File: src/hdl/mmd_map.vh
// Constants of the memory map decode block: I/O port, register fields, address map, bank sizes and refresh timing.
// Included by every design file of the block; holds definitions only.
`ifndef MMD_MAP_VH
`define MMD_MAP_VH

// I/O port shared by the refresh control register (write) and the presence readback (read)
`define MMD_IO_PORT_REFRESH 16'h0103
`define MMD_IO_ADDR_MSB 15

// Refresh control register
`define MMD_REFRESH_CTRL_RESET 8'h00
`define MMD_REFRESH_RATE_BIT 1
`define MMD_REFRESH_CTRL_WMASK 8'h02

// Presence readback: fixed value and its fields
`define MMD_PRESENCE_VALUE 8'hF0
`define MMD_CONN1_SIZE_LSB 0
`define MMD_CONN2_SIZE_LSB 2
`define MMD_CONN_SIZE_1MB 2'h0
`define MMD_CONN_SIZE_2MB 2'h2
`define MMD_CONN_SIZE_NONE 2'h1

// Processor address map
`define MMD_ADDR_TOP 32'hFFFFFFFF
`define MMD_LOW_RAM_END_640K 32'h0009FFFF
`define MMD_LOW_RAM_END_512K 32'h0007FFFF
`define MMD_ROM_BASE 32'h000E0000
`define MMD_ROM_END 32'h000FFFFF
`define MMD_ROM_ALIAS_BASE 32'hFFFE0000
`define MMD_EXT_BASE 32'h00100000
`define MMD_SPLIT_BYTES_384K 32'h00060000
`define MMD_SPLIT_BYTES_256K 32'h00040000
`define MMD_SPLIT_PHYS_512K 32'h00080000
`define MMD_SPLIT_PHYS_640K 32'h000A0000

// Bank size codes (two bits per bank) and their capacity in MB
`define MMD_BSIZE_256K 2'h0
`define MMD_BSIZE_1M 2'h2
`define MMD_BSIZE_4M 2'h3
`define MMD_BANK_MB_256K 7'h01
`define MMD_BANK_MB_1M 7'h04
`define MMD_BANK_MB_4M 7'h10

// Refresh interval timing
`define MMD_SYS_CLK_MHZ 50
`define MMD_REFRESH_SHORT_NS 800
`define MMD_REFRESH_LONG_NS 15100
`define MMD_REFRESH_SHORT_CYC ((`MMD_REFRESH_SHORT_NS * `MMD_SYS_CLK_MHZ) / 1000)
`define MMD_REFRESH_LONG_CYC ((`MMD_REFRESH_LONG_NS * `MMD_SYS_CLK_MHZ) / 1000)

`endif

File: src/hdl/mmd_dram_mux.v
// DRAM address multiplexer for banks of mixed DRAM sizes.
// Assumes the bank-relative latched memory address is stable; purely combinational.
`timescale 1ns/100ps
`include "mmd_map.vh"

module mmd_dram_mux (
    input wire [25:0] latchedMemoryAddress,
    output reg [10:0] dramRowAddress,
    output reg [10:0] dramColAddress
);

    ////////////////////////////////////////////////////////////////////////////////
    // Smaller parts use a subset of the lines, so one wiring serves every size
    always @* begin
        dramColAddress[5:0] = latchedMemoryAddress[7:2];
        dramColAddress[6] = latchedMemoryAddress[9];
        dramColAddress[7] = latchedMemoryAddress[10];
        dramColAddress[8] = latchedMemoryAddress[8];
        dramColAddress[9] = latchedMemoryAddress[20];
        dramColAddress[10] = latchedMemoryAddress[22];
        dramRowAddress[8:0] = latchedMemoryAddress[19:11];
        dramRowAddress[9] = latchedMemoryAddress[21];
        dramRowAddress[10] = latchedMemoryAddress[23];
    end

endmodule // mmd_dram_mux

File: src/hdl/mmd_memory_map_decode.v
// Memory map decode of the system board: RAM, ROM, split RAM and channel routing,
// bank selection with DRAM address multiplexing, refresh rate register and presence readback.
// Assumes the CPU local bus and the memory configuration bits come from logic on sys_clk.
//
// Behaviour
// - Lowest 640 KB decode as board RAM unless the first megabyte splits at 512 KB.
// - Enabled board memory above 1 MB is contiguous from 00100000h; channel RAM follows.
// - Split RAM of 256 or 384 KB is relocated to the programmed split address.
// - With 512 KB split, 0-7FFFFh is board RAM and 80000h-9FFFFh is unclaimed.
// - Split enabled at 512 KB places 384 KB of board RAM at the split address.
// - Split enabled at 640 KB places 256 KB of board RAM at the split address.
// - ROM selected: E0000h-FFFFFh is board ROM, aliased at FFFE0000h-FFFFFFFFh.
// - ROM deselected: E0000h-FFFFFh is board RAM; the high alias stays ROM.
// - Only the CPU reaches the configuration registers; masters and DMA are ignored.
// - Port 0103h write updates refresh control; read returns the presence value.
// - Refresh rate select clear gives 0.8 us refresh, set gives 15.1 us.
// - Refresh control resets to zero, the 0.8 us interval, until firmware reprograms it.
// - Presence readback senses nothing and always reads 11110000.
// - Connector fields at bits 1,0 and 3,2: 00 1 MB, 10 2 MB, X1 none.
// - Board memory is four sequential banks of 1, 4 or 16 MB; legacy order at reset.
// - Split at 512 KB select clear splits at 640 KB, set splits at 512 KB.
// - Split disable clear maps split memory at the split address; set disables it.
// - ROM select set: ROM reads to ROM, writes to RAM; clear: reads RAM, writes channel.
`timescale 1ns/100ps
`include "mmd_map.vh"

module mmd_memory_map_decode (
    input wire sys_clk,
    input wire rst_b,
    input wire cpuMemReq,
    input wire cpuIoReq,
    input wire cpuWrite,
    input wire cpuIsCpu,
    input wire [31:0] cpuAddr,
    input wire [7:0] cpuWrData,
    input wire split_disable,
    input wire split_at_512k_select,
    input wire rom_select,
    input wire [11:0] splitBaseMb,
    input wire [7:0] bankSizeCode,
    input wire [3:0] bankEnable,
    output reg decodeValid,
    output reg selBoardRam,
    output reg selBoardRom,
    output reg selChannel,
    output reg [1:0] dramBank,
    output reg [10:0] dramRowAddress,
    output reg [10:0] dramColAddress,
    output reg ioRdValid,
    output reg [7:0] ioRdData,
    output reg ioWrAck,
    output wire refresh_rate_select,
    output reg refreshRequest
);

    ////////////////////////////////////////////////////////////////////////////////
    // Helper functions

    // Inclusive address window test, used by the high ROM alias and the shadow window regions
    function inRange;
        input [31:0] addr;
        input [31:0] lo;
        input [31:0] hi;
        begin
            inRange = (addr >= lo) && (addr <= hi);
        end
    endfunction

    // Capacity in MB of one bank from its size code; the reserved code counts as empty
    function [6:0] bankMb;
        input [1:0] code;
        begin
            case (code)
                `MMD_BSIZE_256K: bankMb = `MMD_BANK_MB_256K;
                `MMD_BSIZE_1M: bankMb = `MMD_BANK_MB_1M;
                `MMD_BSIZE_4M: bankMb = `MMD_BANK_MB_4M;
                default: bankMb = 7'h00;
            endcase
        end
    endfunction

    // Bank that occupies a sequential slot; legacy order walks connector 1 before connector 2
    function [1:0] slotBank;
        input legacy;
        input [1:0] slot;
        begin
            if (legacy) begin
                case (slot)
                    2'h1: slotBank = 2'h2;
                    2'h2: slotBank = 2'h1;
                    default: slotBank = slot;
                endcase
            end else begin
                slotBank = slot;
            end
        end
    endfunction

    // Size code of a bank out of the packed size bus
    function [1:0] codeOf;
        input [7:0] codes;
        input [1:0] bank;
        begin
            case (bank)
                2'h0: codeOf = codes[1:0];
                2'h1: codeOf = codes[3:2];
                2'h2: codeOf = codes[5:4];
                default: codeOf = codes[7:6];
            endcase
        end
    endfunction

    ////////////////////////////////////////////////////////////////////////////////
    // Declarations

    reg [7:0] refreshCtrl_reg;
    reg [9:0] refreshCnt_reg;
    reg [9:0] refreshLimit;
    reg [6:0] totalMb;
    reg [31:0] extLimit;
    reg [31:0] lowRamEnd;
    reg [31:0] splitBase;
    reg [31:0] splitBytes;
    reg [31:0] splitPhys;
    reg splitHit;
    reg hitRam;
    reg hitRom;
    reg [31:0] physAddr;
    reg [1:0] bankSel;
    reg [31:0] bankOffset;
    reg [6:0] slotBase;
    reg [6:0] slotSize;
    reg bankFound;
    reg legacyMode;
    reg [1:0] slotIdx;
    integer i;
    integer k;
    wire ioHit;
    wire [10:0] muxRow;
    wire [10:0] muxCol;
    wire [7:0] presenceValue;

    ////////////////////////////////////////////////////////////////////////////////
    // Bank layout

    // All banks at the 256K code means the power-up arrangement
    always @* begin
        legacyMode = (bankSizeCode == 8'h00);
    end

    // Total enabled board memory; it sets where the extended block ends
    always @* begin
        totalMb = 7'h00;
        for (i = 0; i < 4; i = i + 1) begin
            if (bankEnable[i]) begin
                totalMb = totalMb + bankMb(codeOf(bankSizeCode, i[1:0]));
            end
        end
    end

    ////////////////////////////////////////////////////////////////////////////////
    // Address map decode

    // Region limits derived from the split controls
    always @* begin
        lowRamEnd = split_at_512k_select ? `MMD_LOW_RAM_END_512K : `MMD_LOW_RAM_END_640K;
        splitBytes = split_at_512k_select ? `MMD_SPLIT_BYTES_384K : `MMD_SPLIT_BYTES_256K;
        splitPhys = split_at_512k_select ? `MMD_SPLIT_PHYS_512K : `MMD_SPLIT_PHYS_640K;
        splitBase = {splitBaseMb, 20'h00000};
        extLimit = {5'h00, totalMb, 20'h00000};
        splitHit = !split_disable && (cpuAddr >= splitBase) && (cpuAddr - splitBase < splitBytes);
    end

    // Region priority: high ROM alias, shadow window, low RAM, extended block, split block.
    // Anything left falls to the channel, including the 80000h hole of the 512 KB split.
    always @* begin
        hitRam = 1'b0;
        hitRom = 1'b0;
        physAddr = cpuAddr;
        if (inRange(cpuAddr, `MMD_ROM_ALIAS_BASE, `MMD_ADDR_TOP)) begin
            hitRom = 1'b1;
        end else if (inRange(cpuAddr, `MMD_ROM_BASE, `MMD_ROM_END)) begin
            if (rom_select) begin
                hitRom = !cpuWrite;
                hitRam = cpuWrite;
            end else begin
                hitRam = !cpuWrite;
            end
        end else if (cpuAddr <= lowRamEnd) begin
            hitRam = 1'b1;
        end else if ((cpuAddr >= `MMD_EXT_BASE) && (cpuAddr < extLimit)) begin
            hitRam = 1'b1;
        end else if (splitHit) begin
            hitRam = 1'b1;
            physAddr = splitPhys + (cpuAddr - splitBase);
        end
    end

    // Bank selection: walk the slots in order and take the first whose top lies above the address
    always @* begin
        bankSel = 2'h0;
        bankOffset = 32'h00000000;
        bankFound = 1'b0;
        slotBase = 7'h00;
        slotSize = 7'h00;
        slotIdx = 2'h0;
        for (k = 0; k < 4; k = k + 1) begin
            slotIdx = slotBank(legacyMode, k[1:0]);
            slotSize = bankEnable[slotIdx] ? bankMb(codeOf(bankSizeCode, slotIdx)) : 7'h00;
            if (!bankFound && (physAddr < {5'h00, slotBase + slotSize, 20'h00000})) begin
                bankFound = 1'b1;
                bankSel = slotIdx;
                bankOffset = physAddr - {5'h00, slotBase, 20'h00000};
            end
            slotBase = slotBase + slotSize;
        end
    end

    // Row and column lines for the selected bank
    mmd_dram_mux u_dram_mux (
        .latchedMemoryAddress(bankOffset[25:0]),
        .dramRowAddress(muxRow),
        .dramColAddress(muxCol)
    );

    // Decode result is registered so every output comes from a flop; one cycle of latency
    always @(posedge sys_clk or negedge rst_b) begin
        if (!rst_b) begin
            decodeValid <= 1'b0;
            selBoardRam <= 1'b0;
            selBoardRom <= 1'b0;
            selChannel <= 1'b0;
            dramBank <= 2'h0;
            dramRowAddress <= 11'h000;
            dramColAddress <= 11'h000;
        end else begin
            decodeValid <= cpuMemReq;
            selBoardRam <= cpuMemReq && hitRam;
            selBoardRom <= cpuMemReq && hitRom;
            selChannel <= cpuMemReq && !hitRam && !hitRom;
            if (cpuMemReq && hitRam) begin
                dramBank <= bankSel;
                dramRowAddress <= muxRow;
                dramColAddress <= muxCol;
            end
        end
    end

    ////////////////////////////////////////////////////////////////////////////////
    // I/O register at the refresh port

    // Masters and DMA cycles never match, so they neither write nor get an answer
    assign ioHit = cpuIoReq && cpuIsCpu && (cpuAddr[`MMD_IO_ADDR_MSB:0] == `MMD_IO_PORT_REFRESH);

    // Fixed presence value built from its connector fields; nothing is sensed
    assign presenceValue = (`MMD_PRESENCE_VALUE & 8'hF0)
                         | ({6'h00, `MMD_CONN_SIZE_1MB} << `MMD_CONN1_SIZE_LSB)
                         | ({6'h00, `MMD_CONN_SIZE_1MB} << `MMD_CONN2_SIZE_LSB);

    // Only the rate bit is stored, so stray reserved bits written by software do no harm
    always @(posedge sys_clk or negedge rst_b) begin
        if (!rst_b) begin
            refreshCtrl_reg <= `MMD_REFRESH_CTRL_RESET;
            ioWrAck <= 1'b0;
            ioRdValid <= 1'b0;
            ioRdData <= 8'h00;
        end else begin
            ioWrAck <= ioHit && cpuWrite;
            ioRdValid <= ioHit && !cpuWrite;
            if (ioHit && cpuWrite) begin
                refreshCtrl_reg <= cpuWrData & `MMD_REFRESH_CTRL_WMASK;
            end
            if (ioHit && !cpuWrite) begin
                ioRdData <= presenceValue;
            end else begin
                ioRdData <= 8'h00;
            end
        end
    end

    assign refresh_rate_select = refreshCtrl_reg[`MMD_REFRESH_RATE_BIT];

    ////////////////////////////////////////////////////////////////////////////////
    // Refresh interval timer

    // Period picked by the rate bit; a change takes effect within the running period
    wire [31:0] refreshLongFull = `MMD_REFRESH_LONG_CYC - 32'h00000001;
    wire [31:0] refreshShortFull = `MMD_REFRESH_SHORT_CYC - 32'h00000001;
    always @* begin
        if (refresh_rate_select) begin
            refreshLimit = refreshLongFull[9:0];
        end else begin
            refreshLimit = refreshShortFull[9:0];
        end
    end

    // Compare with >= so a switch from the long to the short period does not overrun
    always @(posedge sys_clk or negedge rst_b) begin
        if (!rst_b) begin
            refreshCnt_reg <= 10'h000;
            refreshRequest <= 1'b0;
        end else begin
            if (refreshCnt_reg >= refreshLimit) begin
                refreshCnt_reg <= 10'h000;
                refreshRequest <= 1'b1;
            end else begin
                refreshCnt_reg <= refreshCnt_reg + 10'h001;
                refreshRequest <= 1'b0;
            end
        end
    end

endmodule // mmd_memory_map_decode

File: config.mk
export PLATFORM = sky130hd
export DESIGN_NAME = mmd_memory_map_decode
export DESIGN_NICKNAME = d
export VERILOG_FILES = /design/src/hdl/mmd_dram_mux.v /design/src/hdl/mmd_memory_map_decode.v
export VERILOG_INCLUDE_DIRS = /design/src /design/src/hdl
export SDC_FILE = /design/constraint.sdc
export NUM_CORES = 1
export LEC_CHECK = 0
export BUFFER_PORTS_ARGS = -buffer_cell sky130_fd_sc_hd__buf_2
export CAP_MARGIN = 10
export CORE_ASPECT_RATIO = 1.5
export CORE_MARGIN = 5
export CORE_UTILIZATION = 42
export CTS_CLUSTER_DIAMETER = 40
export CTS_CLUSTER_SIZE = 24
export DETAILED_ROUTE_END_ITERATION = 8
export GPL_ROUTABILITY_DRIVEN = 1
export PLACE_DENSITY_LB_ADDON = 0.15
export SYNTH_ARGS = -nofsm -noshare
export SYNTH_HDL_FRONTEND = slang
export SYNTH_SLANG_ARGS = --single-unit
File: constraint.sdc
create_clock -name sys_clk -period 2.1 [get_ports sys_clk]
set_input_delay 0.105 -clock sys_clk [delete_from_list [all_inputs] [get_ports sys_clk]]
set_output_delay 0.105 -clock sys_clk [all_outputs]
set_load 0.01 [all_outputs]
==> flow_summary_export.csv <==
group,metric,value,unit
run_status,status,"finished with violations",
run_status,violations,"negative setup slack",
cells_and_area,layout.nets,1061,
cts,worstSkewPairLatency,0.28,ns
power_and_ir_drop,swShare,31.7,%
cts,cts_root_buf,"clkbuf_16",
yosys,synthArstFlopShare,100,%
routing,dr.pass1.iters,4,
floorplan,die_area,14400,sq um
setup_path,cpPeakStageDelay,0.44,ns
setup_path,r2r_cells,10,
floorplan,pin_count,113,
global_routing,first_global_vias,5788,
cts,cts_buffers,5,
cts,cts_tree,"done",
sta,worst_slack,-3.89,ns
place,hpwl,14000,um
setup_path,worstSetupPathType,"in2reg",
setup_path,worstPathArrival,6.15,ns
global_routing,antenna_found_initial,0,
floorplan,core.rowCount,49,
floorplan,die_h,145,um
setup_path,cpMostUsedCell,"a21oi_2",
global_routing,grt_pass1_wl,26600,um
global_routing,met3_usage,2.22,%
cells_and_area,num_antenna_cells,0,
yosys,synth_edf_count,0,
flow_run,drv_cap,0,
sta,finalCriticalPeriod,5.99,ns
setup_path,cp.depth,37,
setup_path,cp_top_family,"compound AO/OA/AOI/OAI gates",
setup_path,path_buf_inv,5,
yosys,synth_cell_types,74,
power_and_ir_drop,p_per_area,359,nW/um^2
cells_and_area,syn2layout_area_growth,54.8,%
routing,via_per_inst,5.25,
setup_path,startpoint_type,"primary input",
sta,fmax,167,MHz
sta,clock_skew,0.00124,ns
floorplan,core_area,11900,sq um
sta,slew_headroom,38.1,%
routing,initialDrtViolationCount,175,
global_routing,grt_use_met1,22.9,%
cells_and_area,instances_no_fill,1062,
power_and_ir_drop,peakVddDrop,282,uV
yosys,postSynthCellCount,597,
yosys,yosysWarnings,0,
setup_path,crit_path_end_kind,"flip-flop",
sta,setup_viol,26,
sta,fin_crit_sh,285,%
yosys,syn_avg_cell_area,8.49,sq um
place,io_buffer_count,101,
routing,num_vias,5579,
global_routing,use_met2,46.4,%
min_path,worstHoldPathCells,2,
cells_and_area,design_area,7840,sq um
routing,wl,16800,um
sta,grt_setup_unrepaired,"true",
global_routing,busiest_layer,"met2",
routing,ant_nets,0,
routing,drc,0,
power_and_ir_drop,intPower,1.92,mW
min_path,hp-class,"in2reg",
yosys,syn-cell-area,5070,sq um
power_and_ir_drop,power.switching,0.893,mW
setup_path,crit_fanout,4,
place,gp_congestion,0.913,
setup_path,slowest_stage,"o311a_4",
yosys,synth_top_flop_cell,"dfrtp_1",
floorplan,fp.dieW,99.7,um
routing,routedWlPerCell,15.8,um
global_routing,grt_start_max_net_pins,43,
place,placed_cells,1034,
cts,cts.clk_slew.worst_paths,0.06,ns
power_and_ir_drop,p_clk_share,26.2,%
global_routing,overflow,0,
cts,clockBufferDepth,2,
sta,report.final.hold_viol_count,0,
power_and_ir_drop,p_leak,4.06,nW
power_and_ir_drop,seq_power_share,29.2,%
setup_path,required,2.27,ns
power_and_ir_drop,combPwrFrac,44.6,%
cells_and_area,fillers,1024,
cells_and_area,drive_above_1_share,45.1,%
cts,htreeDepth,2,
sta,slew_violations,0,
place,placed_area,7250,sq um
sta,worst_pin_slew,0.929,ns
yosys,synth_seq_area_share,20.7,%
global_routing,grt.total_usage,22.6,%
cells_and_area,utilization,65.9,%
yosys,ys_ff_latch,42,
floorplan,initial_core_util,42.6,%
cts,cts_sinks,42,
## timing repair
item,4_1_cts,5_1_grt
pin swaps,31,34
resized for setup,31,28
buffers inserted,12,3
gates cloned,2,2
endpoints found under the hold margin,43,0
hold buffers,2,0
setup endpoints to repair,26,37
## synthesized netlist by cell type (all sizes together), types with 9 or more instances
library cell | count | area share, %
a21o | 16 | 2.4
a21oi | 31 | 3.1
a22o | 18 | 3.1
and2 | 11 | 1.4
and3 | 10 | 1.3
buf | 13 | 2.0
dfrtp | 42 | 21
ha | 76 | 19
inv | 50 | 3.7
mux2 | 10 | 2.2
nand2 | 39 | 2.9
nand2b | 12 | 1.5
nand3 | 16 | 1.7
nand4 | 10 | 1.2
nor2 | 50 | 3.9
nor2b | 9 | 1.1
nor3 | 11 | 1.4
nor4 | 10 | 1.4
o21ai | 32 | 3.2
xnor2 | 17 | 2.9
xor2 | 15 | 2.6
## routing by layer
layer	vias to the layer above	wire length [um]	share of wire [%]
li1	2790	-	-
met1	2601	6110	36
met2	150	9360	56
met3	38	731	4.4
met4	0	588	3.5
met5	-	0	0
## power groups by stage
stage / Sequential [mW] / Clock [mW] / Combinational (mW)
after global routing: 0.823 / 0.784 / 1.37
after detailed placement: 0.837 / 0 / 1.18
after global placement: 0.837 / 0 / 1.15
after CTS: 0.822 / 0.745 / 1.23
final: 0.823 / 0.736 / 1.25
after floorplan: 0.842 / 0 / 0.555
## kinds of logic (layout without fill, tap and decap cells)
logic type	Yosys count	in the layout	synth area share, %
and+or+nand+nor	204	204	22.0
xor gates and xnor gates	32	32	5.53
AOI/OAI and AO/OA	148	149	21.1
DFF	42	42	20.7
muxes	18	18	3.80
adders and majority gates	80	80	20.4
buffers and inverters	72	380	6.42
other	1	4	0.0740
## cells in the final DEF, fill, tap and decap left out, types with 10 or more instances in the layout
cell type	Yosys	layout
buf_4	8	212
buf_2	2	98
ha_1	76	68
inv_1	50	47
dfrtp_1	42	42
nor2_1	49	40
nand2_1	39	35
a21oi_1	30	21
a22o_1	18	18
xnor2_1	17	16
o21ai_0	24	15
a21o_1	16	15
xor2_1	15	15
nand3_1	15	14
nand2b_1	12	12
o21ai_1	8	12
and2_1	11	11
nand4_1	10	10
a21oi_2	1	10
## worst register-to-register path, cell delays in order, from the launching register on
cell	delay [ns]
dfrtp_1	0.36
inv_2	0.05
ha_1	0.27
nand2b_1	0.14
a311o_1	0.34
a21oi_1	0.13
nor2_1	0.06
o21ai_1	0.11
nand2_1	0.10
a21o_4	0.25
nor2_1	0.11
## layout make-up
class	instances	area (sq um)	area share [%]
Multi-Input combinational cell	487	4000	51.0
Clock buffer	6	129	1.64
Sequential cell	42	1050	13.4
Clock inverter	2	13.8	0.176
Timing Repair Buffer	321	2260	28.9
Tap cell	153	191	2.44
Inverter	51	196	2.51
## through the flow
| stage | power, mW | TNS [ns] | worst slack [ns] | hold WS (ns) |
|---|---|---|---|---|
| 6_report | 2.81 | -95.20 | -3.89 | 0.0222 |
| 5_1_grt | 2.98 | -101.87 | -4.12 | 0.0156 |
| 4_1_cts | 2.80 | -95.50 | -3.84 | 0.0209 |
| 3_5_place_dp | 2.01 | -108.27 | -4.37 | 0.268 |
| 3_3_place_gp | 1.98 | -105.29 | -4.25 | 0.272 |
| 2_1_floorplan | 1.40 | -93.24 | -3.82 | -0.191 |
## path summary, 6_finish.rpt
path	to	start	slack (ns)
setup / recovery	dramColAddress[4]	bankSizeCode[0]	-3.89
hold / removal	ioRdData[6]	cpuWrite	0.02
setup reg to reg	refreshCnt_reg[2]	refreshCtrl_reg[1]	0.11
hold reg to reg	dramRowAddress[1]	dramRowAddress[1]	0.50
max in group asynchronous	dramColAddress[0]	rst_b	1.02
min in group asynchronous	refreshCnt_reg[4]	rst_b	0.50
Note: power is estimated with default switching activity, not from simulation.
